`config.mk`:
```
export PLATFORM = sky130hd
export DESIGN_NAME = kat_top
export DESIGN_NICKNAME = d
export VERILOG_FILES = /design/src/pkg/kat_pkg.sv /design/src/hdl/kat_debounce.sv /design/src/hdl/kat_flasher.sv /design/src/hdl/kat_top.sv
export VERILOG_INCLUDE_DIRS = /design/src /design/src/pkg
export SDC_FILE = /design/constraint.sdc
export NUM_CORES = 1
export LEC_CHECK = 0
export BUFFER_PORTS_ARGS = -buffer_cell sky130_fd_sc_hd__clkbuf_2
export CORE_MARGIN = 2
export CORE_UTILIZATION = 59
export CTS_BUF_LIST = sky130_fd_sc_hd__clkbuf_2 sky130_fd_sc_hd__clkbuf_4 sky130_fd_sc_hd__clkbuf_8
export CTS_CLUSTER_SIZE = 16
export DETAILED_ROUTE_END_ITERATION = 10
export PLACE_DENSITY = 0.82
export SYNTH_ARGS = -nofsm -noshare
export SYNTH_HDL_FRONTEND = slang
export SYNTH_SLANG_ARGS = --single-unit
```
`constraint.sdc`:
```
create_clock -name clk_sys -period 3 [get_ports clk_sys]
set_input_delay 0.6 -clock clk_sys [delete_from_list [all_inputs] [get_ports clk_sys]]
set_output_delay 0.6 -clock clk_sys [all_outputs]
set_load 0.05 [all_outputs]
```
`src/pkg/kat_regs.svh`:
```
`ifndef KAT_REGS_SVH
`define KAT_REGS_SVH

// Register offsets (byte addresses, one word each)
`define KAT_CFG_OFS 8'h00
`define KAT_TRIGEN_OFS 8'h04
`define KAT_STATUS_OFS 8'h08
`define KAT_EVENT_OFS 8'h0C

// Configuration field positions
`define KAT_CFG_PART_LSB 0
`define KAT_CFG_LOOPTYPE_LSB 8
`define KAT_CFG_TAMPTYPE_LSB 12
`define KAT_CFG_OCREP_BIT 16

// Reset values
`define KAT_CFG_PART_RST 4'h0
`define KAT_CFG_LOOPTYPE_RST 4'h0
`define KAT_CFG_TAMPTYPE_RST 4'h5
`define KAT_CFG_OCREP_RST 1'b0
`define KAT_TRIGEN_RST 8'h00

// Fixed codes
`define KAT_DAYNIGHT_TYPE 4'h5
`define KAT_KEYSW_USER 8'h00
`define KAT_PART_MAX 4'h8

// Timing: figures in ms, counts derived from the clock rate
`define KAT_CLK_HZ 20000000
`define KAT_HOLD_MS 10000
`define KAT_DEB_MS 20
`define KAT_SLOW_MS 500
`define KAT_RAPID_MS 125
`define KAT_DURESS_MS 1000
`define KAT_HOLD_CYC (`KAT_HOLD_MS * (`KAT_CLK_HZ / 1000))
`define KAT_DEB_CYC (`KAT_DEB_MS * (`KAT_CLK_HZ / 1000))
`define KAT_SLOW_CYC (`KAT_SLOW_MS * (`KAT_CLK_HZ / 1000))
`define KAT_RAPID_CYC (`KAT_RAPID_MS * (`KAT_CLK_HZ / 1000))
`define KAT_DURESS_CYC (`KAT_DURESS_MS * (`KAT_CLK_HZ / 1000))

`endif

```
`src/pkg/kat_pkg.sv`:
```
package kat_pkg;
   // Keyswitch closure tracking
   typedef enum logic [1:0] {
      KAT_IDLE,
      KAT_HELD,
      KAT_WAIT
   } kat_key_state_t;
endpackage

```
`src/hdl/kat_debounce.sv`:
```
module kat_debounce #(
   parameter int unsigned CYC = 4
) (
   // System
   input wire logic clk_sys,
   input wire logic reset,
   // Pin and filtered level
   input wire logic rawIn,
   output logic cleanOut
);
   logic sync1_r;
   logic sync2_r;
   logic [31:0] cnt_r;

   // Two stages before anything reads the pin
   always_ff @(posedge clk_sys) begin
      if (reset) begin
         sync1_r <= 1'b0;
         sync2_r <= 1'b0;
      end else begin
         sync1_r <= rawIn;
         sync2_r <= sync1_r;
      end
   end

   // Level must stay changed for CYC cycles; bounce restarts the count
   always_ff @(posedge clk_sys) begin
      if (reset) begin
         cnt_r <= 32'h0;
         cleanOut <= 1'b0;
      end else if (sync2_r == cleanOut) begin
         cnt_r <= 32'h0;
      end else if (cnt_r >= CYC - 1) begin
         cnt_r <= 32'h0;
         cleanOut <= sync2_r;
      end else begin
         cnt_r <= cnt_r + 32'h1;
      end
   end
endmodule

```
`src/hdl/kat_flasher.sv`:
```
module kat_flasher #(
   parameter int unsigned HALF = 4
) (
   // System
   input wire logic clk_sys,
   input wire logic reset,
   // Square wave, HALF cycles per phase
   output logic phase
);
   logic [31:0] cnt_r;

   // Free running; LEDs need no phase alignment
   always_ff @(posedge clk_sys) begin
      if (reset) begin
         cnt_r <= 32'h0;
         phase <= 1'b0;
      end else if (cnt_r >= HALF - 1) begin
         cnt_r <= 32'h0;
         phase <= ~phase;
      end else begin
         cnt_r <= cnt_r + 32'h1;
      end
   end
endmodule

```
`src/hdl/kat_top.sv`:
```
// How it works
// Brief closure when disarmed arms full mode
// Hold over ten seconds arms perimeter mode
// Closure while armed, no alarm, disarms
// Never arm while a zone is faulted
// Closure during alarm silences, disarms if armed
// Next closure clears memory, resets detectors
// LEDs encode ready, full and perimeter arming
// Alarm memory: green off, red rapid flash
// Tamper raises event, locks keyswitch until disarm
// Tamper zone uses day-trouble/night-alarm type
// Keyswitch bound to one partition, 1 to 8
// Loop zone needs non-zero type to work
// Keyswitch open/close reports use user zero
// Triggers shared, gated by per-partition enable
// Open/close trigger low when all armed
// Alarm triggers idle low, high on condition
// Fire, burglary latch until each partition disarms
// Silent panic latches, duress gives short pulse
// Triggers only work with keyswitch disabled
// Loop debounced; long action fires at threshold
// Duress width and flash rates are parameters
// Keyswitch acts on burglary of one partition
//
// The implementer's own choices: the address-and-strobe port and the address map.
`include "kat_regs.svh"

module kat_top
   import kat_pkg::*;
#(
   parameter int unsigned HOLD_CYC = `KAT_HOLD_CYC,
   parameter int unsigned DEB_CYC = `KAT_DEB_CYC,
   parameter int unsigned SLOW_HALF = `KAT_SLOW_CYC,
   parameter int unsigned RAPID_HALF = `KAT_RAPID_CYC,
   parameter int unsigned DURESS_CYC = `KAT_DURESS_CYC
) (
   // System
   input wire logic clk_sys,
   input wire logic reset,
   // Register port
   input wire logic [7:0] addr,
   input wire logic [31:0] wrData,
   input wire logic wrStrobe,
   input wire logic rdStrobe,
   output logic [31:0] rdData,
   // Keyswitch pins
   input wire logic keyLoop,
   input wire logic tamperOpen,
   output logic ledGreen,
   output logic ledRed,
   // Panel state, one bit per partition
   input wire logic [7:0] partArmed,
   input wire logic [7:0] partPerim,
   input wire logic [7:0] partAlarm,
   input wire logic [7:0] partReady,
   input wire logic [7:0] partFire,
   input wire logic [7:0] partBurg,
   input wire logic [7:0] partSilent,
   input wire logic [7:0] partDuress,
   input wire logic [7:0] partDisarm,
   // Keyswitch commands to the panel
   output logic armFullReq,
   output logic armPerimReq,
   output logic disarmReq,
   output logic silenceReq,
   output logic memClearReq,
   output logic smokeResetReq,
   output logic [3:0] cmdPart,
   output logic tamperAlarm,
   output logic tamperTrouble,
   // Open/close report
   output logic ocEvent,
   output logic ocArm,
   output logic [7:0] ocUser,
   // Trigger connector
   output logic trigOpenClose,
   output logic trigFire,
   output logic trigBurg,
   output logic trigSilent
);
   logic [3:0] cfgPart_r;
   logic [3:0] loopType_r;
   logic [3:0] tamperType_r;
   logic ocRepEn_r;
   logic [7:0] trigEn_r;
   kat_key_state_t keyState_r;
   kat_key_state_t keyState_nxt;
   logic [31:0] holdCnt_r;
   logic loopClean;
   logic tamperClean;
   logic tamperPrev_r;
   logic slowPhase;
   logic rapidPhase;
   logic lockout_r;
   logic alarmMem_r;
   logic silenced_r;
   logic [7:0] fireL_r;
   logic [7:0] burgL_r;
   logic [7:0] silL_r;
   logic [31:0] duressCnt_r;
   logic [2:0] ksIdx;
   logic partValid;
   logic ksEnable;
   logic trigEnable;
   logic [7:0] trigMask;
   logic ksArmed;
   logic ksPerim;
   logic ksReady;
   logic alarmNow;
   logic doBrief;
   logic doLong;
   logic press;
   logic actSilence;
   logic actClear;
   logic normal;
   logic actDisarm;
   logic actFull;
   logic actPerim;
   logic tamperRise;
   logic duressHit;

   // Filtered loop and tamper, both through the same debounce
   kat_debounce #(.CYC(DEB_CYC)) u_loop (
      .clk_sys(clk_sys),
      .reset(reset),
      .rawIn(keyLoop),
      .cleanOut(loopClean)
   );

   kat_debounce #(.CYC(DEB_CYC)) u_tamper (
      .clk_sys(clk_sys),
      .reset(reset),
      .rawIn(tamperOpen),
      .cleanOut(tamperClean)
   );

   // Flash rates for the red LED
   kat_flasher #(.HALF(SLOW_HALF)) u_slow (
      .clk_sys(clk_sys),
      .reset(reset),
      .phase(slowPhase)
   );

   kat_flasher #(.HALF(RAPID_HALF)) u_rapid (
      .clk_sys(clk_sys),
      .reset(reset),
      .phase(rapidPhase)
   );

   // Configuration writes
   always_ff @(posedge clk_sys) begin
      if (reset) begin
         cfgPart_r <= `KAT_CFG_PART_RST;
         loopType_r <= `KAT_CFG_LOOPTYPE_RST;
         tamperType_r <= `KAT_CFG_TAMPTYPE_RST;
         ocRepEn_r <= `KAT_CFG_OCREP_RST;
         trigEn_r <= `KAT_TRIGEN_RST;
      end else if (wrStrobe) begin
         if (addr == `KAT_CFG_OFS) begin
            cfgPart_r <= wrData[`KAT_CFG_PART_LSB +: 4];
            loopType_r <= wrData[`KAT_CFG_LOOPTYPE_LSB +: 4];
            tamperType_r <= wrData[`KAT_CFG_TAMPTYPE_LSB +: 4];
            ocRepEn_r <= wrData[`KAT_CFG_OCREP_BIT];
         end
         if (addr == `KAT_TRIGEN_OFS) begin
            trigEn_r <= wrData[7:0];
         end
      end
   end

   // Partition binding; out-of-range numbers disable the keyswitch
   assign partValid = (cfgPart_r != 4'h0) && (cfgPart_r <= `KAT_PART_MAX);
   assign ksIdx = 3'(cfgPart_r - 4'h1);
   assign ksEnable = partValid && (loopType_r != 4'h0);
   assign trigEnable = (cfgPart_r == 4'h0);
   assign trigMask = trigEn_r & {8{trigEnable}};
   assign ksArmed = partArmed[ksIdx];
   assign ksPerim = partPerim[ksIdx];
   assign ksReady = partReady[ksIdx];
   assign alarmNow = partValid && partAlarm[ksIdx];
   assign cmdPart = cfgPart_r;

   // Closure timing: release before threshold is brief
   always_comb begin
      keyState_nxt = keyState_r;
      doBrief = 1'b0;
      doLong = 1'b0;
      case (keyState_r)
         KAT_IDLE: begin
            if (loopClean) begin
               keyState_nxt = KAT_HELD;
            end
         end
         KAT_HELD: begin
            if (!loopClean) begin
               doBrief = 1'b1;
               keyState_nxt = KAT_IDLE;
            end else if (holdCnt_r >= HOLD_CYC - 1) begin
               doLong = 1'b1;
               keyState_nxt = KAT_WAIT;
            end
         end
         KAT_WAIT: begin
            if (!loopClean) begin
               keyState_nxt = KAT_IDLE;
            end
         end
         default: begin
            keyState_nxt = KAT_IDLE;
         end
      endcase
   end

   always_ff @(posedge clk_sys) begin
      if (reset) begin
         keyState_r <= KAT_IDLE;
         holdCnt_r <= 32'h0;
      end else begin
         keyState_r <= keyState_nxt;
         holdCnt_r <= (keyState_r == KAT_HELD) ? holdCnt_r + 32'h1 : 32'h0;
      end
   end

   // Action decode; a long hold outside the disarmed idle case acts as brief
   assign press = (doBrief || doLong) && ksEnable && !lockout_r;
   assign actSilence = press && alarmNow;
   assign actClear = press && !alarmNow && silenced_r;
   assign normal = press && !alarmNow && !silenced_r;
   assign actDisarm = (actSilence || normal) && ksArmed;
   assign actFull = normal && !ksArmed && ksReady && doBrief;
   assign actPerim = normal && !ksArmed && ksReady && doLong;

   // Command pulses, one cycle each
   always_ff @(posedge clk_sys) begin
      if (reset) begin
         armFullReq <= 1'b0;
         armPerimReq <= 1'b0;
         disarmReq <= 1'b0;
         silenceReq <= 1'b0;
         memClearReq <= 1'b0;
         smokeResetReq <= 1'b0;
      end else begin
         armFullReq <= actFull;
         armPerimReq <= actPerim;
         disarmReq <= actDisarm;
         silenceReq <= actSilence;
         memClearReq <= actClear;
         smokeResetReq <= actClear;
      end
   end

   // Alarm memory and silenced stage; a fresh alarm beats a clear
   always_ff @(posedge clk_sys) begin
      if (reset) begin
         alarmMem_r <= 1'b0;
         silenced_r <= 1'b0;
      end else begin
         alarmMem_r <= alarmNow || (alarmMem_r && !actClear);
         silenced_r <= actSilence || (silenced_r && !actClear);
      end
   end

   // Tamper opening: event by zone type, then lockout until keypad disarm
   assign tamperRise = tamperClean && !tamperPrev_r;

   always_ff @(posedge clk_sys) begin
      if (reset) begin
         tamperPrev_r <= 1'b0;
         tamperAlarm <= 1'b0;
         tamperTrouble <= 1'b0;
         lockout_r <= 1'b0;
      end else begin
         tamperPrev_r <= tamperClean;
         if (tamperType_r == `KAT_DAYNIGHT_TYPE) begin
            tamperAlarm <= tamperRise && ksArmed;
            tamperTrouble <= tamperRise && !ksArmed;
         end else begin
            tamperAlarm <= tamperRise && (tamperType_r != 4'h0);
            tamperTrouble <= 1'b0;
         end
         // Set wins over a same-cycle keypad disarm
         lockout_r <= (tamperRise && ksEnable) || (lockout_r && !(partValid && partDisarm[ksIdx]));
      end
   end

   // Open/close report, always as user zero
   always_ff @(posedge clk_sys) begin
      if (reset) begin
         ocEvent <= 1'b0;
         ocArm <= 1'b0;
         ocUser <= `KAT_KEYSW_USER;
      end else begin
         ocEvent <= ocRepEn_r && (actFull || actPerim || actDisarm);
         if (actFull || actPerim || actDisarm) begin
            ocArm <= actFull || actPerim;
         end
         ocUser <= `KAT_KEYSW_USER;
      end
   end

   // Status LEDs; memory overrides arming display
   always_ff @(posedge clk_sys) begin
      if (reset) begin
         ledGreen <= 1'b0;
         ledRed <= 1'b0;
      end else if (!ksEnable) begin
         ledGreen <= 1'b0;
         ledRed <= 1'b0;
      end else if (alarmMem_r) begin
         ledGreen <= 1'b0;
         ledRed <= rapidPhase;
      end else if (ksArmed) begin
         ledGreen <= 1'b0;
         ledRed <= ksPerim ? slowPhase : 1'b1;
      end else begin
         ledGreen <= ksReady;
         ledRed <= 1'b0;
      end
   end

   // Per-partition latches: condition sets, keypad disarm clears, set wins
   always_ff @(posedge clk_sys) begin
      if (reset) begin
         fireL_r <= 8'h00;
         burgL_r <= 8'h00;
         silL_r <= 8'h00;
      end else begin
         fireL_r <= partFire | (fireL_r & ~partDisarm);
         burgL_r <= partBurg | (burgL_r & ~partDisarm);
         silL_r <= partSilent | (silL_r & ~partDisarm);
      end
   end

   // Duress only stretches to a fixed pulse, never latched
   assign duressHit = |(partDuress & trigMask);

   always_ff @(posedge clk_sys) begin
      if (reset) begin
         duressCnt_r <= 32'h0;
      end else if (duressHit) begin
         duressCnt_r <= DURESS_CYC;
      end else if (duressCnt_r != 32'h0) begin
         duressCnt_r <= duressCnt_r - 32'h1;
      end
   end

   // Trigger outputs, ORed over enabled partitions
   always_ff @(posedge clk_sys) begin
      if (reset) begin
         trigOpenClose <= 1'b0;
         trigFire <= 1'b0;
         trigBurg <= 1'b0;
         trigSilent <= 1'b0;
      end else begin
         trigOpenClose <= |(~partArmed & trigMask);
         trigFire <= |(fireL_r & trigMask);
         trigBurg <= |(burgL_r & trigMask);
         trigSilent <= |(silL_r & trigMask) || (duressCnt_r != 32'h0);
      end
   end

   // Register reads; unmapped offsets answer zero
   always_ff @(posedge clk_sys) begin
      if (reset) begin
         rdData <= 32'h0;
      end else if (rdStrobe) begin
         case (addr)
            `KAT_CFG_OFS: rdData <= {15'h0, ocRepEn_r, tamperType_r, loopType_r, 4'h0, cfgPart_r};
            `KAT_TRIGEN_OFS: rdData <= {24'h0, trigEn_r};
            `KAT_STATUS_OFS: rdData <= {20'h0, trigSilent, trigBurg, trigFire, trigOpenClose,
               1'b0, loopClean, trigEnable, ksEnable, 1'b0, silenced_r, alarmMem_r, lockout_r};
            `KAT_EVENT_OFS: rdData <= {23'h0, ocArm, ocUser};
            default: rdData <= 32'h0;
         endcase
      end else begin
         rdData <= 32'h0;
      end
   end
endmodule

```
# After elaboration in Yosys (flattened, before gate mapping)
# Cells that the tools add are included.
# W data, S select, Z words.
# totals
wordCells	185
regBits	298
inputBits	118
# op_classes
n_reduce_logical	67
n_addsub	7
bitwise	22
mux	27
n_eq_ne	11
order_cmp	7
# op_table
op	n
$add A32 B1 Y32 const B	5
$and A8 B8 Y8	9
$pmux W17 S4	1
$ge A32 B19 Y1 const B	2
$mux W25	2
$reduce_or A8 Y1	5
$ge A32 B22 Y1 const B	1
$ge A32 B24 Y1 const B	1
$ge A32 B28 Y1 const B	1
$reduce_bool A32 Y1	1
$sub A32 B1 Y32 const B	1
$logic_and A1 B1 Y1	24
$or A8 B8 Y8	3
$eq A8 B4 Y1 const B	2
$not A8 Y8	2
$bmux W1 S3	5
$mux W1	14
$reduce_bool A4 Y1	3
$reduce_or A2 Y1	6
$reduce_or A9 Y1	1
$eq A8 B3 Y1 const B	1
$logic_not A8 Y1	1
$logic_or A1 B1 Y1	8
$mux W2	4
20 further kinds	38

# Logic depth before layout (Yosys ltp)
# depth
word_depth	15
depth_mapped	11

# Modules after synthesis
# Synthesis repeated with hierarchy kept, for this count alone.
# unflattened
cells_unflattened	1298
area_unflattened_um2	12004.0
# modules_own_cells
mod	cells_each	seq_area_each_um2	area_each_um2	instances
kat_top	765	2942.8	6857.8	1
kat_debounce	126	700.7	1276.2	2
kat_flasher (u_slow)	144	660.6	1317.5	1
kat_flasher (u_rapid)	137	660.6	1276.2	1

# Worst setup path after synthesis
# Ideal clock, no wire load.
# synth_timing
kind	register -> register
start	register cfgPart_r[0] (netlist: cmdPart[0])
end	register armFullReq
arrival_ns	2.771
path_stages_with_launch	11
path_buffers	3
setup_ns	0.088
slack_ns	0.142
path_cell_list	dfxtp_1 buf_6 buf_6 inv_1 ha_1 clkbuf_1 a21oi_1 o211ai_1 and2_1 or4_4 nor4_2
# synth_between
elab_chain_cells	10
elab_cells_between_ends	21
classes_between	add/sub (1); order compare (1); mux (6); reduce/logical (13)
# synth_lines
element	line_no	source
start, declared	kat_top.sv:81	logic [3:0] cfgPart_r;
start signal, assigned	kat_top.sv:153	cfgPart_r <= `KAT_CFG_PART_RST;
start signal, assigned	kat_top.sv:160	cfgPart_r <= wrData[`KAT_CFG_PART_LSB +: 4];
$sub A3 B1 Y3, or another cell as far along	kat_top.sv:173	assign ksIdx = 3'(cfgPart_r - 4'h1);
$bmux W1 S3 / $logic_and A1 B1 Y1 (equally long branches)	kat_top.sv:180, kat_top.sv:172	
$mux W1 (not written as such) / $logic_and A1 B1 Y1 (equally long branches)	kat_top.sv:180, kat_top.sv:174	
$logic_and A1 B1 Y1 (on tied branches)	kat_top.sv:180, kat_top.sv:225	
$logic_not A1 Y1 / $logic_and A1 B1 Y1 (equally long branches)	kat_top.sv:228, kat_top.sv:225	
$logic_and A1 B1 Y1 (2 in series)	kat_top.sv:228	assign normal = press && !alarmNow && !silenced_r;
$logic_and A1 B1 Y1	kat_top.sv:230	assign actFull = normal && !ksArmed && ksReady && doBrief;
$logic_and A1 B1 Y1 * (2 in series)	kat_top.sv:230	
end signal, assigned	kat_top.sv:243	armFullReq <= actFull;
end, declared	kat_top.sv:62	output logic armFullReq,
# Every way passes the cells marked *; elsewhere a longest branch is shown, timed or not. The select of a mux whose other input is x is not followed.
# A chain may end at the register's enable or synchronous reset.

# Worst setup path after layout
# layout_timing
start	register cfgPart_r[1] (netlist: cmdPart[1])
end	register ocArm
# layout_between
elab_chain_cells	12
elab_cells_between_ends	27
classes_between	add/sub (1); order compare (1); mux (6); reduce/logical (19)
# layout_lines
element	line_no	source
$sub A3 B1 Y3, or another cell as far along	kat_top.sv:173	
$bmux W1 S3 / $logic_and A1 B1 Y1 (equally long branches)	kat_top.sv:180, kat_top.sv:172	
$mux W1 (not written as such) / $logic_and A1 B1 Y1 (equally long branches)	kat_top.sv:180, kat_top.sv:174	
$logic_and A1 B1 Y1 (on tied branches)	kat_top.sv:180, kat_top.sv:225	
$logic_not A1 Y1 / $logic_and A1 B1 Y1 (equally long branches)	kat_top.sv:228, kat_top.sv:225	
$logic_and A1 B1 Y1 (2 in series)	kat_top.sv:228	
$logic_and A1 B1 Y1 (2 in series)	kat_top.sv:230, kat_top.sv:231	
$logic_and A1 B1 Y1 (on tied branches)	kat_top.sv:230, kat_top.sv:231	
$logic_or A1 B1 Y1	kat_top.sv:294, kat_top.sv:295	
$logic_or A1 B1 Y1	kat_top.sv:294	if (actFull || actPerim || actDisarm) begin
end signal, assigned	kat_top.sv:295	ocArm <= actFull || actPerim;
end, declared	kat_top.sv:73	output logic ocArm,
# Parallel ways exist; a longest one is shown, timed or not. The select of a mux whose other input is x is not followed.

==> results by group <==
Clock network
  – Max clock buf depth: 3
  – CTS tree: built
  – Post-CTS Setup Bufs: 0
  – Clock tree root buffer cell: clkbuf_8
  – Resize count post-CTS: 0
  – CTS Hold Buffers Added: 0
  – # clock sinks: 283
  – Clock latency on the worst-skew pair: 0.54 ns
  – Htree depth: 2
  – Worst-path clk slew: 0.06 ns
  – CTS buffer count: 45

Power
  – Cell Int Power: 6.87 mW
  – Sw Ratio: 29.9%
  – Static leakage: 5.38 nW
  – Psw: 2.93 mW
  – Seq pwr share: 43.2%
  – Clock power share: 36.6%
  – Pwr/cell area: 719 nW/µm²
  – Logic pwr share: 20.3%
  – Max VDD drop: 0.471 mV

Critical path
  – Setup CP Type: register to register
  – Critical Path AT: 3.02 ns
  – R2R cell count: 8
  – CP Max Fanout: 14
  – Worst setup SP type: register
  – R2R Setup Slk: 0.41 ns
  – Crit. End Element: register
  – FF-to-FF Start: cmdPart[1]
  – Reg-to-Reg End: ocArm
  – Worst endpoint required time: 3.43 ns
  – Master of the slowest instance on the critical path: ha_1
  – Max incr delay on CP: 0.61 ns
  – CP Cell Sequence: inv_1 > ha_1 > mux4_2 > nand2_1 > a21oi_1 > o2111ai_1 > o21ai_0 > o21ai_0
  – Crit path top cell by count: o21ai_0

Global route
  – Vias in the first global route: 8830
  – Largest net degree at the start of global routing: 68
  – Gr usage total: 24.7%
  – First-pass GRT wire length: 41.6 mm
  – Antenna violations before repair: 0
  – Total gr overflow: 0

Floorplan
  – Top-Level Pins: 178
  – Chip height: 144 µm
  – Core Rows: 51
  – CORE AREA: 19400 µm²
  – Die width: 144 µm
  – Die area: 20800 µm²
  – Initial Util: 59.7%

Synth
  – Library cells used by synthesis: 67
  – Sequential area share after synthesis: 48.9%
  – Post-Synth Adder-Cell Area: 0.864%
  – Synth Warn #: 0
  – Multiplexer share of the synthesized area: 4.47%
  – Post-synthesis instance total: 1250
  – Post-synth EDFFs: 0
  – Synthesized area per cell: 9.27 µm²
  – Combinational family with the most area after synthesis: simple AND/OR/NAND/NOR gates
  – XOR/XNOR share of the synthesized area: 10.1%
  – Synthesized cell area: 11600 µm²
  – Ys async rst share: 0%
  – Synth Area in Simple Gates: 24.4%
  – Seq cells post-synth: 283
  – Complex-gate fraction of the synthesized area: 7.13%
  – Ys flop type: dfxtp_1

STA
  – Final setup fails: 0
  – Final setup TNS: 0 ns
  – Unrepaired setup endpoints after global routing: false
  – Slew margin rel.: 41.1%
  – F_max: 386 MHz
  – Fin. Hold Viols: 0
  – Slew at the pin closest to its max-slew limit: 0.875 ns
  – Final period util: 86.3%
  – Final Max Tran Viols: 0
  – Minimum clock period: 2.59 ns
  – Worst clock skew: 0.0173 ns

Drt
  – Drt total wl: 25.8 mm
  – Wl on met1: 11.3 mm
  – DRT Pass-1 Iters: 5
  – DR vias/cell: 5.42
  – Wire length on met2: 12.0 mm
  – DR WL/cell: 14.7 µm
  – DRC viols: 0
  – Routed wl met3: 1.68 mm
  – Detail Route Antenna Nets: 0
  – Starting DRT DRC Count: 568
  – Vias: 9497
  – Top sig layer: met4

Finish
  – NumNets Final: 1579
  – Design area: 13600 µm²
  – Area grow syn2layout: 17.6%
  – Layout cells sized above 1: 18.0%
  – Fillers: 1496
  – # diodes: 0
  – Final core utilization: 70.2%

Place
  – Hpwl dp: 18.1 mm
  – Placer Congestion: 0.857
  – Area after DPL: 12600 µm²
  – Port bufs: 139

Min path
  – Hold Crit Class: input pin to register
  – Worst Hold Depth: 3
  – Hold Startpoint: partBurg[0]
  – Hold EP: burgL_r[0]

Job
  – Max-cap violations: 0

Status
  – Run status: finished, final reports clean
## per-layer routing
metal,vias to the layer above,GRT usage (%)
li1,4692,-
met4,0,10.4
met3,73,4.80
met2,324,40.8
met1,4408,32.0
met5,-,0
## flip-flops by register name (all words and copies together) (netlist names), 8 cells and up, named ones only
register / count
burgL_r: 8
duressCnt_r: 32
fireL_r: 8
holdCnt_r: 32
rdData: 17
silL_r: 8
trigEn_r: 8
u_loop.cnt_r: 32
u_rapid.cnt_r: 32
u_slow.cnt_r: 32
u_tamper.cnt_r: 32
## per-stage QoR
| stage | total power, mW | setup slack, ns | cells | hold slack, ns |
|---|---|---|---|---|
| 6_report | 9.80 | 0.412 | 1751 | 0.264 |
| 5_1_grt | 10.3 | 0.169 | 1751 | 0.253 |
| 4_1_cts | 9.84 | 0.423 | 1751 | 0.233 |
| 3_5_place_dp | 6.24 | 0.150 | 1671 | 0.431 |
| 3_3_place_gp | 6.18 | 0.232 | 1671 | 0.418 |
| 2_1_floorplan | 5.88 | 0.142 | 1316 | 0.408 |
## how the worst max path moves through the flow
stage | startpoint | end | slack [ns] | cells after the start
5_1_grt | cmdPart[1] | ocArm | 0.17 | 8
6_report | cmdPart[1] | ocArm | 0.41 | 8
3_5_place_dp | addr[5] | trigEn_r[1] | 0.15 | 6
4_1_cts | cmdPart[1] | ocArm | 0.42 | 8
2_1_floorplan | cmdPart[0] | armFullReq | 0.14 | 10
3_3_place_gp | addr[5] | trigEn_r[6] | 0.23 | 6
## power groups by stage
stage,Combinational [mW],Clock (mW),Sequential (mW)
2_1_floorplan,1.61,0,4.27
3_3_place_gp,1.89,0,4.29
3_5_place_dp,1.93,0,4.30
4_1_cts,1.96,3.66,4.22
5_1_grt,2.18,3.83,4.26
6_report,1.99,3.58,4.23
## critical path, delay by kind of cell, from the launching register on
kind,cells,cell delay (ns)
compound gates,4,1.05
fa+ha+maj,1,0.61
flops,1,0.37
mux,1,0.30
buf+inv,1,0.09
simple gates,1,0.05
## cells in the mapped netlist (16+ instances only)
cell	n	area, µm²
dfxtp_1	283	5670
nor2_1	210	788
xor2_1	79	692
nand2_1	67	251
a21oi_1	57	285
xnor2_1	54	473
nor3_1	51	255
nand3_1	50	250
nor4_1	34	213
inv_1	33	124
mux2i_1	30	300
nand4_1	30	188
clkbuf_1	27	101
buf_4	24	180
or3_1	17	106
and4_1	16	140
## cells in the final DEF, fill, tap and decap left out, drive strengths merged, types with 9 or more instances in the layout
cell type,Yosys,layout
dfxtp,283,283
nor2,210,210
clkbuf,27,199
xor2,79,79
nand2,67,67
conb,1,67
a21oi,57,57
nor3,55,55
xnor2,54,54
nand3,51,51
nor4,36,36
inv,33,33
nand4,32,32
mux2i,30,30
or3,17,17
and4,16,16
a22oi,15,15
clkinv,0,14
buf,36,14
o21ai,14,14
and3,13,13
nor2b,12,12
and2,10,10
nand2b,9,9
## cell type report
class                           instances  area, µm²  area share, %
Clock inverter                         20        228           1.67
Tap cell                              265        332           2.43
Timing Repair Buffer                  153        813           5.97
Clock buffer                           60        763           5.60
Inverter                               33        124          0.909
Multi-Input combinational cell        937       5700           41.8
Sequential cell                       283       5670           41.6
## cell families after synthesis
group | count (synthesis)
and+or+nand+nor | 558
DFF | 283
other | 1
xor gates and xnor gates | 133
AOI/OAI and AO/OA | 130
muxes | 41
buffers and inverters | 96
adders and majority gates | 8
No activity file was read; power rests on OpenSTA's default activity.
